## src/hdl/ccsp_pkg.sv

```systemverilog
// Summary of operation
// - Select register at DBH, low five bits address
// - Select register resets to 64H
// - Bit 7 starts and shows DMA
// - Bit 5 enables address auto increment
// - Data port accesses selected internal register
// - Control read returns five interrupt flags
// - Control read bits 7..5 read one
// - Control write drives CAN command register
// - Status read returns eight status bits
// - Status write stores DMA RAM pointer
// - Status port bit-addressable at DFH..D8H
// - Auto increment after each data access
// - DMA bit cleared when transfer completes
// - No DMA start while reset request high
package ccsp_pkg;
	localparam logic [7:0] CCSP_ADDR_STATUS = 8'hd8;
	localparam logic [7:0] CCSP_ADDR_CONTROL = 8'hd9;
	localparam logic [7:0] CCSP_ADDR_DATA = 8'hda;
	localparam logic [7:0] CCSP_ADDR_SELECT = 8'hdb;
	localparam logic [7:0] CCSP_BIT_BASE = 8'hd8;
	localparam logic [7:0] CCSP_BIT_MASK = 8'hf8;
	localparam logic [7:0] CCSP_SELECT_RESET = 8'h64;
	localparam int CCSP_DMA_BIT = 7;
	localparam int CCSP_RSVD_BIT = 6;
	localparam int CCSP_ADDRESS_AUTO_INCREMENT_BIT = 5;
	localparam logic [2:0] CCSP_CTRL_RSVD = 3'h7;
	localparam logic [4:0] CCSP_IREG_LAST = 5'h1f;
	localparam logic [7:0] CCSP_PTR_RESET = 8'h00;
	typedef enum logic [1:0] {
		CCSP_DMA_IDLE = 2'b01,
		CCSP_DMA_RUN = 2'b10
	} ccsp_dma_state_t;
endpackage

```

## src/hdl/ccsp_bit_access.sv

```systemverilog
// Bit-addressed read and write on the status port
module ccsp_bit_access
	import ccsp_pkg::*;
(
	input wire logic [7:0] bit_addr,
	input wire logic bit_wdata,
	input wire logic [7:0] cur_byte,
	output logic hit,
	output logic rbit,
	output logic [7:0] new_byte
);
	logic [2:0] idx;
	assign idx = bit_addr[2:0];
	assign hit = (bit_addr & CCSP_BIT_MASK) == CCSP_BIT_BASE;
	assign rbit = cur_byte[idx];
	always_comb begin
		new_byte = cur_byte;
		new_byte[idx] = bit_wdata;
	end
endmodule // ccsp_bit_access

```

## src/hdl/ccsp_sfr_port.sv

```systemverilog
module ccsp_sfr_port
	import ccsp_pkg::*;
(
	input wire logic clk,
	input wire logic rst,
	input wire logic [7:0] sfr_addr,
	input wire logic [7:0] sfr_wdata,
	input wire logic sfr_wr,
	input wire logic sfr_rd,
	input wire logic [7:0] sfr_bit_addr,
	input wire logic sfr_bit_wdata,
	input wire logic sfr_bit_wr,
	input wire logic sfr_bit_rd,
	output logic [7:0] sfr_rdata,
	output logic sfr_bit_rdata,
	output logic sfr_hit,
	output logic [4:0] ireg_addr,
	output logic [7:0] ireg_wdata,
	output logic ireg_wr,
	output logic ireg_rd,
	input wire logic [7:0] ireg_rdata,
	input wire logic [4:0] irq_flags,
	output logic [7:0] cmd_data,
	output logic cmd_wr,
	input wire logic [7:0] status_bits,
	input wire logic reset_request,
	output logic [7:0] dma_ram_pointer,
	output logic dma_start,
	input wire logic dma_done,
	output logic dma_busy
);
	logic [7:0] select_r;
	logic [7:0] select_nxt;
	logic [7:0] ptr_r;
	logic [7:0] rdata_r;
	logic [7:0] rdata_nxt;
	logic brdata_r;
	ccsp_dma_state_t dma_r;
	logic sel_acc;
	logic dat_acc;
	logic ctl_acc;
	logic sta_acc;
	logic any_acc;
	logic byte_hit;
	logic bit_hit;
	logic bit_rval;
	logic [7:0] ptr_bitwr;
	logic sel_wr;
	logic dat_step;
	logic dma_set;
	logic dma_ok;
	logic dma_hold;

	// Same comparator for every decoded byte address
	function automatic logic sfr_is(input logic [7:0] addr, input logic [7:0] target);
		return addr == target;
	endfunction

	assign sel_acc = sfr_is(sfr_addr, CCSP_ADDR_SELECT);
	assign dat_acc = sfr_is(sfr_addr, CCSP_ADDR_DATA);
	assign ctl_acc = sfr_is(sfr_addr, CCSP_ADDR_CONTROL);
	assign sta_acc = sfr_is(sfr_addr, CCSP_ADDR_STATUS);
	assign any_acc = sfr_wr | sfr_rd;
	assign sel_wr = sfr_wr & sel_acc;
	assign dat_step = any_acc & dat_acc & select_r[CCSP_ADDRESS_AUTO_INCREMENT_BIT];

	// A byte address counts as a hit only while a strobe is up
	always_comb begin
		byte_hit = 1'b0;
		if (any_acc) begin
			byte_hit = sel_acc | dat_acc | ctl_acc | sta_acc;
		end
	end
	assign sfr_hit = byte_hit | ((sfr_bit_wr | sfr_bit_rd) & bit_hit);

	// Bit reads see live status
	ccsp_bit_access u_bits_rd (
		.bit_addr(sfr_bit_addr),
		.bit_wdata(sfr_bit_wdata),
		.cur_byte(status_bits),
		.hit(bit_hit),
		.rbit(bit_rval),
		.new_byte()
	);

	// Bit writes edit the pointer; a separate copy keeps a read in the same cycle clean
	ccsp_bit_access u_bits_wr (
		.bit_addr(sfr_bit_addr),
		.bit_wdata(sfr_bit_wdata),
		.cur_byte(ptr_r),
		.hit(),
		.rbit(),
		.new_byte(ptr_bitwr)
	);

	// Strobes pass straight through, so the access ends in the same cycle
	always_comb begin
		ireg_wr = 1'b0;
		ireg_rd = 1'b0;
		cmd_wr = 1'b0;
		if (dat_acc) begin
			ireg_wr = sfr_wr;
			ireg_rd = sfr_rd;
		end
		if (ctl_acc) begin
			cmd_wr = sfr_wr;
		end
	end
	assign ireg_addr = select_r[4:0];
	assign ireg_wdata = sfr_wdata;
	assign cmd_data = sfr_wdata;

	// Start only when the controller is out of reset and the engine is idle or completing in this cycle
	assign dma_busy = dma_r == CCSP_DMA_RUN;
	assign dma_hold = dma_busy & ~dma_done;
	assign dma_ok = ~reset_request & ~dma_hold;
	assign dma_set = sel_wr & sfr_wdata[CCSP_DMA_BIT];
	assign dma_start = dma_set & dma_ok;
	assign dma_ram_pointer = ptr_r;

	// Select register: loaded by a write, stepped by data port accesses
	always_comb begin
		select_nxt = select_r;
		// Completion clears first, so a start in that same cycle still wins
		if (dma_done & dma_busy) begin
			select_nxt[CCSP_DMA_BIT] = 1'b0;
		end
		if (sel_wr) begin
			select_nxt = sfr_wdata;
			select_nxt[CCSP_RSVD_BIT] = 1'b0;
			// Bit 7 mirrors the engine: set by an accepted start, kept while running
			select_nxt[CCSP_DMA_BIT] = dma_start | dma_hold;
		end else if (dat_step) begin
			select_nxt[4:0] = select_r[4:0] + 5'h01;
			// Wrap past the last register ends the auto increment run
			if (select_r[4:0] == CCSP_IREG_LAST) begin
				select_nxt[CCSP_ADDRESS_AUTO_INCREMENT_BIT] = 1'b0;
			end
		end
	end

	// Reserved bit 6 keeps its reset value until the first select write
	always_ff @(posedge clk) begin
		if (rst) begin
			select_r <= CCSP_SELECT_RESET;
		end else begin
			select_r <= select_nxt;
		end
	end

	// Engine state follows the start and done pulses
	always_ff @(posedge clk) begin
		if (rst) begin
			dma_r <= CCSP_DMA_IDLE;
		end else begin
			unique case (dma_r)
				CCSP_DMA_IDLE: begin
					if (dma_start) begin
						dma_r <= CCSP_DMA_RUN;
					end
				end
				CCSP_DMA_RUN: begin
					// A start in the completion cycle chains the next transfer
					if (dma_done & ~dma_start) begin
						dma_r <= CCSP_DMA_IDLE;
					end
				end
				default: begin
					dma_r <= CCSP_DMA_IDLE;
				end
			endcase
		end
	end

	// Pointer is write-only; status reads never disturb it
	always_ff @(posedge clk) begin
		if (rst) begin
			ptr_r <= CCSP_PTR_RESET;
		end else if (sfr_wr & sta_acc) begin
			ptr_r <= sfr_wdata;
		end else if (sfr_bit_wr & bit_hit) begin
			ptr_r <= ptr_bitwr;
		end
	end

	// Read mux; unmapped byte addresses read zero
	always_comb begin
		rdata_nxt = 8'h00;
		if (sel_acc) begin
			rdata_nxt = select_r;
		end
		if (dat_acc) begin
			rdata_nxt = ireg_rdata;
		end
		if (ctl_acc) begin
			rdata_nxt = {CCSP_CTRL_RSVD, irq_flags};
		end
		if (sta_acc) begin
			rdata_nxt = status_bits;
		end
	end

	// Registered read data, valid the edge after the strobe and held until the next read
	always_ff @(posedge clk) begin
		if (rst) begin
			rdata_r <= 8'h00;
		end else if (sfr_rd) begin
			rdata_r <= rdata_nxt;
		end
	end

	// Bit read result, held until the next bit read
	always_ff @(posedge clk) begin
		if (rst) begin
			brdata_r <= 1'b0;
		end else if (sfr_bit_rd) begin
			brdata_r <= bit_hit & bit_rval;
		end
	end

	assign sfr_rdata = rdata_r;
	assign sfr_bit_rdata = brdata_r;
endmodule // ccsp_sfr_port
```

## config.mk

```make
export PLATFORM = sky130hd
export DESIGN_NAME = ccsp_sfr_port
export DESIGN_NICKNAME = d
export VERILOG_FILES = /design/src/hdl/ccsp_pkg.sv /design/src/hdl/ccsp_bit_access.sv /design/src/hdl/ccsp_sfr_port.sv
export SDC_FILE = /design/constraint.sdc
export NUM_CORES = 1
export LEC_CHECK = 0
export ABC_AREA = 1
export BUFFER_PORTS_ARGS = -buffer_cell sky130_fd_sc_hd__buf_2
export CORE_AREA = 2 2 80 98
export CTS_CLUSTER_DIAMETER = 100
export DETAILED_ROUTE_END_ITERATION = 10
export DIE_AREA = 0 0 82 100
export SYNTH_ARGS = -nofsm -noshare
export SYNTH_HDL_FRONTEND = slang
export SYNTH_SLANG_ARGS = --single-unit
```

## constraint.sdc

```tcl
create_clock -name clk -period 1.45 [get_ports clk]
set_input_delay 0.145 -clock clk [delete_from_list [all_inputs] [get_ports clk]]
set_output_delay 0.145 -clock clk [all_outputs]
set_load 0.03 [all_outputs]
```

After elaboration in Yosys (flattened, before gate mapping)
Cells that the tools add are included.

Output and inout bits: 44. Logic and storage cells: 75. Bits in registers: 27. Input bits: 54.

$lt $le $gt $ge: 2. Muxes and demuxes: 23. Bitwise logic cells: 24. Add/sub/neg operators: 1. Reduce and logical (&&, ||, !) cells: 7. Equal/unequal tests: 10.

Operator list (number): two-way mux 8 bit (6); == test 8 bit, second input constant (4); bitwise AND 1 bit (13); two-way mux 6 bit (2); == test 5 bit, second input constant (2); bitwise mux 8 bit (1); two-way mux 1 bit (8); nonzero test 2 bit (4); OR 1 bit (7); two-way mux 2 bit (3); adder 5 x 1 -> 5 bit, second input constant (1); less-than comparator 3 x 4 -> 1 bit, second input constant (1); NOT 1 bit (4); case mux 2 bit (2 select lines) (1); AND reduction 2 bit (2); binary-select mux 1 bit (select 3 bit) (1); demux 1 bit (select 3 bit) (1); >= comparator 3 x 1 -> 1 bit, second input constant (1); == test 2 x 1 -> 1 bit, second input constant (1); == test 2 bit, second input constant (1); inequality test 2 x 1 -> 1 bit, second input constant (1); inequality test 2 bit, second input constant (1); logical AND 1 bit (1).

Logic depth before layout (Yosys ltp)
Gate-level depths: netlist (run 1).

Word-level depth: 9. Mapped depth: 11. Depth with buffers taken out: 10.

Hierarchy
Synthesis (run 1) repeated with hierarchy kept, for this count alone.

Cell total of the unflattened synthesis: 394. Area, all modules: 2324.7 sq um.

Modules (own cells, without submodules): ccsp_sfr_port (times used 1, cells an instance 290, area each 1844.3 sq um, sequential area each 540.5 sq um); ccsp_bit_access at u_bits_rd (times used 1, cells an instance 51, area each 242.7 sq um, sequential area each 0.0 sq um); ccsp_bit_access at u_bits_wr (times used 1, cells an instance 53, area each 237.7 sq um, sequential area each 0.0 sq um).

Least setup slack after synthesis (run 1)
OpenSTA, ideal clock, no wires.

Path type: flip-flop to flip-flop. Start point: register dma_r[1]. End point: register dma_r[1]. Stages on the path, launching flop included: 10. Data arrival time: 1400 ps. Buffers on the path: 0. Setup time: 108 ps. Clock period less this slack: 1508 ps. Required time: 1342 ps. Path slack: -58 ps. Path through: dfxtp_1 inv_1 nor2_1 nand2_1 nand2_1 inv_2 nand3_1 nand3_1 nand2_2 inv_2.

Longest elaborated chain between the ends: 9. Elaborated cells on any way between the ends: 12. Classes of those cells: eq/ne (4); mux (1); bitwise (6); reduce/logical (1).

RTL lines: start, declared (line ccsp_sfr_port.sv:38) `ccsp_dma_state_t dma_r;`; start signal, assigned (line ccsp_sfr_port.sv:154) `dma_r <= CCSP_DMA_IDLE;`; start signal, assigned (line ccsp_sfr_port.sv:159) `dma_r <= CCSP_DMA_RUN;`; start signal, assigned (line ccsp_sfr_port.sv:165) `dma_r <= CCSP_DMA_IDLE;`; == test 2 bit * (line ccsp_sfr_port.sv:114) `assign dma_busy = dma_r == CCSP_DMA_RUN;`; net dma_busy (line ccsp_sfr_port.sv:30) `output logic dma_busy`; bitwise AND 1 bit (line ccsp_sfr_port.sv:115) `assign dma_hold = dma_busy & ~dma_done;`; NOT 1 bit (line ccsp_sfr_port.sv:116) `assign dma_ok = ~reset_request & ~dma_hold;`; bitwise AND 1 bit (line ccsp_sfr_port.sv:116); bitwise AND 1 bit (line ccsp_sfr_port.sv:118) `assign dma_start = dma_set & dma_ok;`; NOT 1 bit (line ccsp_sfr_port.sv:164) `if (dma_done & ~dma_start) begin`; bitwise AND 1 bit (line ccsp_sfr_port.sv:164); inequality test 2 x 1 -> 1 bit (no source line); AND reduction 2 bit (no source line).

Mark *: on every way through the listed nets, which the timed path passes. The rest lies on a longest branch. A chain may end at the register's enable or synchronous reset.

Final worst setup path (run 1)
Start point: register dma_r[1]. End point: output port dma_start.

Longest elaborated chain between the ends: 5.

RTL lines: == test 2 bit (line ccsp_sfr_port.sv:114); bitwise AND 1 bit (line ccsp_sfr_port.sv:115); NOT 1 bit (line ccsp_sfr_port.sv:116); bitwise AND 1 bit (line ccsp_sfr_port.sv:116); bitwise AND 1 bit (line ccsp_sfr_port.sv:118); end, declared (line ccsp_sfr_port.sv:28) `output logic dma_start,`.

No other way between the ends.

==> summary.md, run 1 <==
| Metric | Value |
|---|---|
| Area Growth Syn to Fin | `25.18%` |
| Max-slew violation count | `0` |
| Clock tree buffer depth | `2` |
| Post-synth top area cell | `dfxtp_1` |
| Worst vdd ir | `between 300 and 400 uV` |
| Routed Wire Length | `about 6.3 mm` |
| Die X | `82 um` |
| Ys async rst share | `0` |
| Root Driver | `clkbuf_8` |
| Die Y | `roughly 100 um` |
| DR iter-0 viols | `about 100` |
| Setup TNS Final | `0 ns` |
| CP Class | `reg2out` |
| Antenna Cells | `0` |
| Minimum clock period | `~1.3 ns` |
| Mean Syn Cell Area | `6.026 um2` |
| Fmax achieved | `759.5 MHz` |
| Top_reg_cell synth | `dfxtp_1` |
| Via count | `about 2400` |
| Top post-synthesis cells by count | `91 x nand2_1, 50 x nand3_1, 41 x nor2_1` |
| Fill cells | `~860` |
| Share of the synthesized area in the top cell type | `0.2541` |
| Top-count cell post-synth | `nand2_1` |
| Pin count of the biggest net entering global routing | `19` |
| Mapped Cells | `about 350` |
| Switching pwr | `between 0.0004 and 0.0005 W` |
| Int Power | `about 0.0011 W` |
| Worst endpoint required time | `about 1.3 ns` |
| Clk sink count | `27` |
| CTS tree | `yes` |
| RePlAce Congestion | `0.8770` |
| Clk slew on worst S/H paths | `~0.10 ns` |
| CP Capture Type | `output pin` |
| Post-route antenna net violation count | `0` |
| Arr. time, crit path | `around 1.2 ns` |
| Slew of the pin with the lowest slew margin | `between 0.3 and 0.4 ns` |
| H-tree Lvls | `1` |
| Clock share of power | `0.282` |
| Worst setup endpoint | `dma_start` |
| Final Util | `0.3619` |
| Final period util | `0.9081` |
| First-pass GRT wire length | `around 10 mm` |
| DR DRC count | `0` |
| Sw frac | `0.3057` |
| Skew final | `~0.011 ns` |
| Post-route cell area | `around 0.0027 mm2` |
| Clock Latency Late Sink | `around 0.27 ns` |
| Worst Setup SP | `dma_r[1]$_SDFFE_PP0P_` |
| Hold Violations, Final | `0` |
| R2R Setup Slk | `between 0.2 and 0.25 ns` |
| Synth Net Count | `409` |
| Drt first pass iters | `4` |
| Max-cap violations | `0` |
| Core ar. | `about 0.0074 mm2` |
| Pwr Density | `around 570 mW/mm2` |
| RR Endpoint | `select_r[4]$_SDFFE_PP0P_` |
| RSZ-0062 raised after global routing | `false` |
| R2r startpoint | `select_r[0]$_SDFFE_PP0P_` |
| Reg2reg path depth | `8` |
| Leakage | `approximately 1.5 nW` |
| Yosys warnings | `0` |
| Setup-failing EPs final | `0` |
| I/O Pins | `between 90 and 100` |
| Worst min path class | `in2reg` |
| Post-DP HPWL | `5.186 mm` |
| Reg power frac | `0.492` |
| WL per Instance | `~12 um` |
| Count of flip-flops with a built-in enable after synthesis | `0` |
| Share of layout cells above drive strength 1 | `0.3241` |
| GRT overflow | `0` |
| Routed vias/inst | `4.579` |
| Yosys reg bits | `27` |
| Combinational power share | `0.226` |
| Die area | `0.008200 mm2` |
| Initial Util | `0.2891` |
| Post-synthesis cell type count | `28` |
| Row Count | `35` |
| Initial antenna violation count | `0` |
| Post-DP Area | `0.002587 mm2` |
| WHS Path Cells | `4` |
| Startpoint types | `flip-flop` |
| All-layer global routing usage | `0.1586` |
| Nets | `just under 500` |
| Vias in the first global route | `2337` |
| Status | `completed` |
| CTS Buf Count | `3` |
| Synth top area cells | `dfxtp_1 25%, nand2_1 16%, nand3_1 12%` |
| CP max FO | `4` |
| PortBufs | `97` |
| Sequential share of the synthesized area | `0.2541` |
| Mapped Area | `between 0.002 and 0.0025 mm2` |
| Slew HR | `0.7522` |
==> metrics by stage <==
stage | worst slack, ns | total power, W | cells | hold WS [ns]
2_1_floorplan | 0.05689 | 0.0009917 | 353 | 0.2894
3_3_place_gp | 0.09204 | 0.001109 | 521 | 0.4314
3_5_place_dp | 0.05114 | 0.001111 | 521 | 0.4410
4_1_cts | 0.06316 | 0.001558 | 525 | 0.1362
5_1_grt | 0.01882 | 0.001621 | 527 | 0.1666
6_report | 0.1333 | 0.001527 | 527 | 0.1420
==> registers in the layout (all words and copies together) (netlist names) <==
register	count
dma_ram_pointer	8
select_r	8
sfr_rdata	8
dma_r	2
sfr_bit_rdata	1
==> power groups by stage <==
stage                     combinational, W  sequential (W)  clock [W]
final                             0.000345        0.000751   0.000431
after global routing              0.000384        0.000752   0.000485
after CTS                         0.000344        0.000752   0.000462
after detailed placement          0.000342        0.000769          0
after global placement            0.000340        0.000769          0
after floorplan                   0.000213        0.000778          0
==> critical path, stage by stage (launching register included) <==
cell and delay [ns]:
dfxtp_1 0.33, inv_1 0.06, nor2_4 0.12, nand2_2 0.07, nand2_1 0.09, nor2_1 0.05, buf_4 0.17
==> per-layer routing <==
layer	part of all wire	wire length (um)	GRT usage
met1	0.45	2860	0.2057
met2	0.47	3002	0.2777
met3	0.056	352	0.01349
met4	0.018	112	0.04359
met5	0	0	0
==> what timing repair did <==
action / 4_1_cts / 5_1_grt
setup endpoints to repair: 0 / 2
buffers inserted: 0 / 2
hold buffers: 0 / 0
gates resized for setup: 0 / 5
==> area by class of cell <==
cell class / instances / area, um2 / share of cell area
clock buffer: 4 / 45.04 / 0.01692
timing repair buffer: 112 / 600.6 / 0.2256
tap: 92 / 115.1 / 0.04323
sequential: 27 / 540.5 / 0.2030
multi-input combinational: 248 / 1196 / 0.4492
inverter: 44 / 165.2 / 0.06203
==> logic make-up after synthesis <==
family,after synthesis,synth area share
AND/OR/NAND/NOR,220,0.4765
buffers and inverters,78,0.1906
flip-flops,27,0.2541
AO/OA/AOI/OAI,24,0.05882
XOR/XNOR,2,0.008237
adder cells (fa/ha/maj),2,0.01176
==> worst min-delay path by stage <==
stage | start | end | slack, ns
CTS | sfr_bit_rd | sfr_bit_rdata$_SDFFE_PP0P_ | 0.14
finish | sfr_bit_rd | sfr_bit_rdata$_SDFFE_PP0P_ | 0.14
floorplan | sfr_wdata[2] | select_r[2]$_SDFFE_PP1P_ | 0.29
detailed placement | sfr_bit_rd | sfr_bit_rdata$_SDFFE_PP0P_ | 0.44
global route | sfr_bit_rd | sfr_bit_rdata$_SDFFE_PP0P_ | 0.17
global placement | sfr_bit_rd | sfr_bit_rdata$_SDFFE_PP0P_ | 0.43
==> cell usage in the layout (no fill, tap or decap), drive strengths merged <==
master and n:
o21ai 8, nand3 51, nand2 97, xor2 1
nand4 10, nor3 8, o211ai 2, ha 2
or2 2, dfxtp 27, nor2 51, nand3b 1
a21oi 14, xnor2 1, clkinv 1, clkbuf 4
inv 43, buf 112
(Power assumes the default switching activity.)
==> run 2: changes to the inputs <==
--- a/config.mk
+++ b/config.mk
@@ -13,2 +13,4 @@
 export DIE_AREA = 0 0 82 100
+export MAX_ROUTING_LAYER = met4
+export SKIP_LAST_GASP = 1
 export SYNTH_ARGS = -nofsm -noshare
--- a/constraint.sdc
+++ b/constraint.sdc
@@ -3,2 +3,2 @@
 set_output_delay 0.145 -clock clk [all_outputs]
-set_load 0.03 [all_outputs]
+set_load 0.01 [all_outputs]
==> summary.md, run 2 (synthesis gave the netlist of run 1 again) <==
| Metric | Value |
|---|---|
| Status | `completed` |
| WL per Instance | `11.84 um` |
| Leakage | `approximately 1.5 nW` |
| Setup-failing EPs final | `0` |
| Post-route antenna net violation count | `0` |
| Dpl cells | `520` |
| CTS Buf Count | `3` |
| DR iter-0 viols | `roughly 100` |
| Max-cap violations | `0` |
| Final period util | `0.9269` |
| Worst endpoint required time | `around 1.3 ns` |
| I/O Pins | `between 90 and 100` |
| Routed vias/inst | `~4.5` |
| Slew of the pin with the lowest slew margin | `0.3695 ns` |
| CP Class | `reg2out` |
| Pin count of the biggest net entering global routing | `19` |
| All-layer global routing usage | `0.1569` |
| Clk sink count | `27` |
| Vias in the first global route | `roughly 2200` |
| H-tree Lvls | `1` |
| Area Growth Syn to Fin | `24.59%` |
| Initial Util | `0.2891` |
| Worst hold slack | `around 0.14 ns` |
| Routed Wire Length | `between 6 and 7 mm` |
| GRT overflow | `0` |
| Clock tree buffer depth | `2` |
| First-pass GRT wire length | `about 10 mm` |
| RSZ-0062 raised after global routing | `false` |
| Pwr Density | `~560 mW/mm2` |
| Total Power | `between 0.001 and 0.0015 W` |
| Clock Latency Late Sink | `0.27 ns` |
| Slowest stage cell, crit path | `dfxtp_1` |
| CP max FO | `4` |
| Max-slew violation count | `0` |
| Skew final | `between 0.0015 and 0.002 ns` |
| Slew HR | `0.7537` |
| Fmax achieved | `between 700 and 800 MHz` |
| Initial antenna violation count | `0` |
| DR DRC count | `0` |
| Most common cell type on the critical path | `nand2_1` |
| PortBufs | `97` |
| Post-DP HPWL | `roughly 5.2 mm` |
| Hold Violations, Final | `0` |
| Antenna Cells | `0` |
| Most frequent cells in the layout | `97 x buf_2, 91 x nand2_1, 50 x nand3_1` |
| Core ar. | `~0.0074 mm2` |
| Root Driver | `clkbuf_8` |
| Row Count | `35` |
| CP Capture Type | `output pin` |
| Startpoint types | `flip-flop` |
| Drt first pass iters | `4` |
| Crit-path cells | `inv_1, nor2_4, nand2_1, nand2_1, nor2_1, buf_2` |
| Nets | `between 400 and 500` |
| Clk slew on worst S/H paths | `0.10 ns` |
| RePlAce Congestion | `between 0.8 and 0.9` |
| Final Util | `0.3602` |
| Minimum clock period | `1.344 ns` |
| CTS tree | `yes` |
| Setup TNS Final | `0 ns` |
| Layout Cells excl Fill | `about 530` |
| Die area | `between 0.008 and 0.009 mm2` |
| Share of layout cells above drive strength 1 | `0.3203` |
| Most common cell after layout, fill and taps aside | `buf_2` |
| Via count | `between 2000 and 2500` |
| Die Y | `around 100 um` |
| CP max stage delay | `0.32 ns` |
| Worst vdd ir | `467.7 uV` |
| Worst min path class | `in2reg` |
| Die X | `82 um` |
| Arr. time, crit path | `1.20 ns` |
-- run 2: changes by cell type in the layout (fill, tap and decap cells not counted), sizes merged --
cell / delta
buf: -1
-- run 2: worst paths after layout --
kind,startpoint,slack [ns],depth (start not counted),endpoint
min,sfr_bit_rd,0.14,4,sfr_bit_rdata$_SDFFE_PP0P_
max,dma_r[1]$_SDFFE_PP0P_,0.11,6,dma_start
min reg2reg,select_r[6]$_SDFFE_PP1N_,0.46,2,select_r[6]$_SDFFE_PP1N_
max reg2reg,select_r[0]$_SDFFE_PP0P_,0.20,8,select_r[4]$_SDFFE_PP0P_
-- run 2: area by class of cell --
type                    count  area (um2)
clock buffers               4       45.04
repair buffers            111       590.6
inverters                  44       165.2
multi-input cells         248        1194
flip-flops and latches     27       540.5
well taps                  92       115.1
fillers                   846        4707
-- run 2: worst max-delay path: cells and delay by family (launching register included) --
kind                   cells  cell delay, ns
DFF                        1            0.32
and+or+nand+nor            4            0.37
buffers and inverters      2            0.24
-- run 2: report_power, final --
group | total, W | internal, W | switching, W
sequential | 0.000751 | 0.000747 | 0.00000367
combinational | 0.000296 | 0.000116 | 0.000180
clock | 0.000441 | 0.000197 | 0.000244
total | 0.00149 | 0.00106 | 0.000428
-- run 2: timing repair --
| item | 4_1_cts | 5_1_grt |
|---|---|---|
| pin swaps | 0 | 1 |
| resized for setup | 1 | 2 |
| hold buffers | 0 | 0 |
| buffers inserted | 0 | 2 |
| endpoints found under the setup margin | 1 | 2 |
-- run 2: layer usage --
metal,global-route usage,vias up,part of all wire
met1,0.1922,1032,0.44
met5,-,-,0
met3,0.01529,4,0.057
li1,-,1262,-
met4,0.04103,0,0.011
met2,0.2720,79,0.49
-- run 2: metrics by stage --
step	setup slack (ns)	cell area (um2)
after global placement	0.09374	2577
final	0.1060	2650
after global routing	0.01150	2650
after detailed placement	0.06522	2577
after floorplan	0.1925	2127
after CTS	0.06054	2625
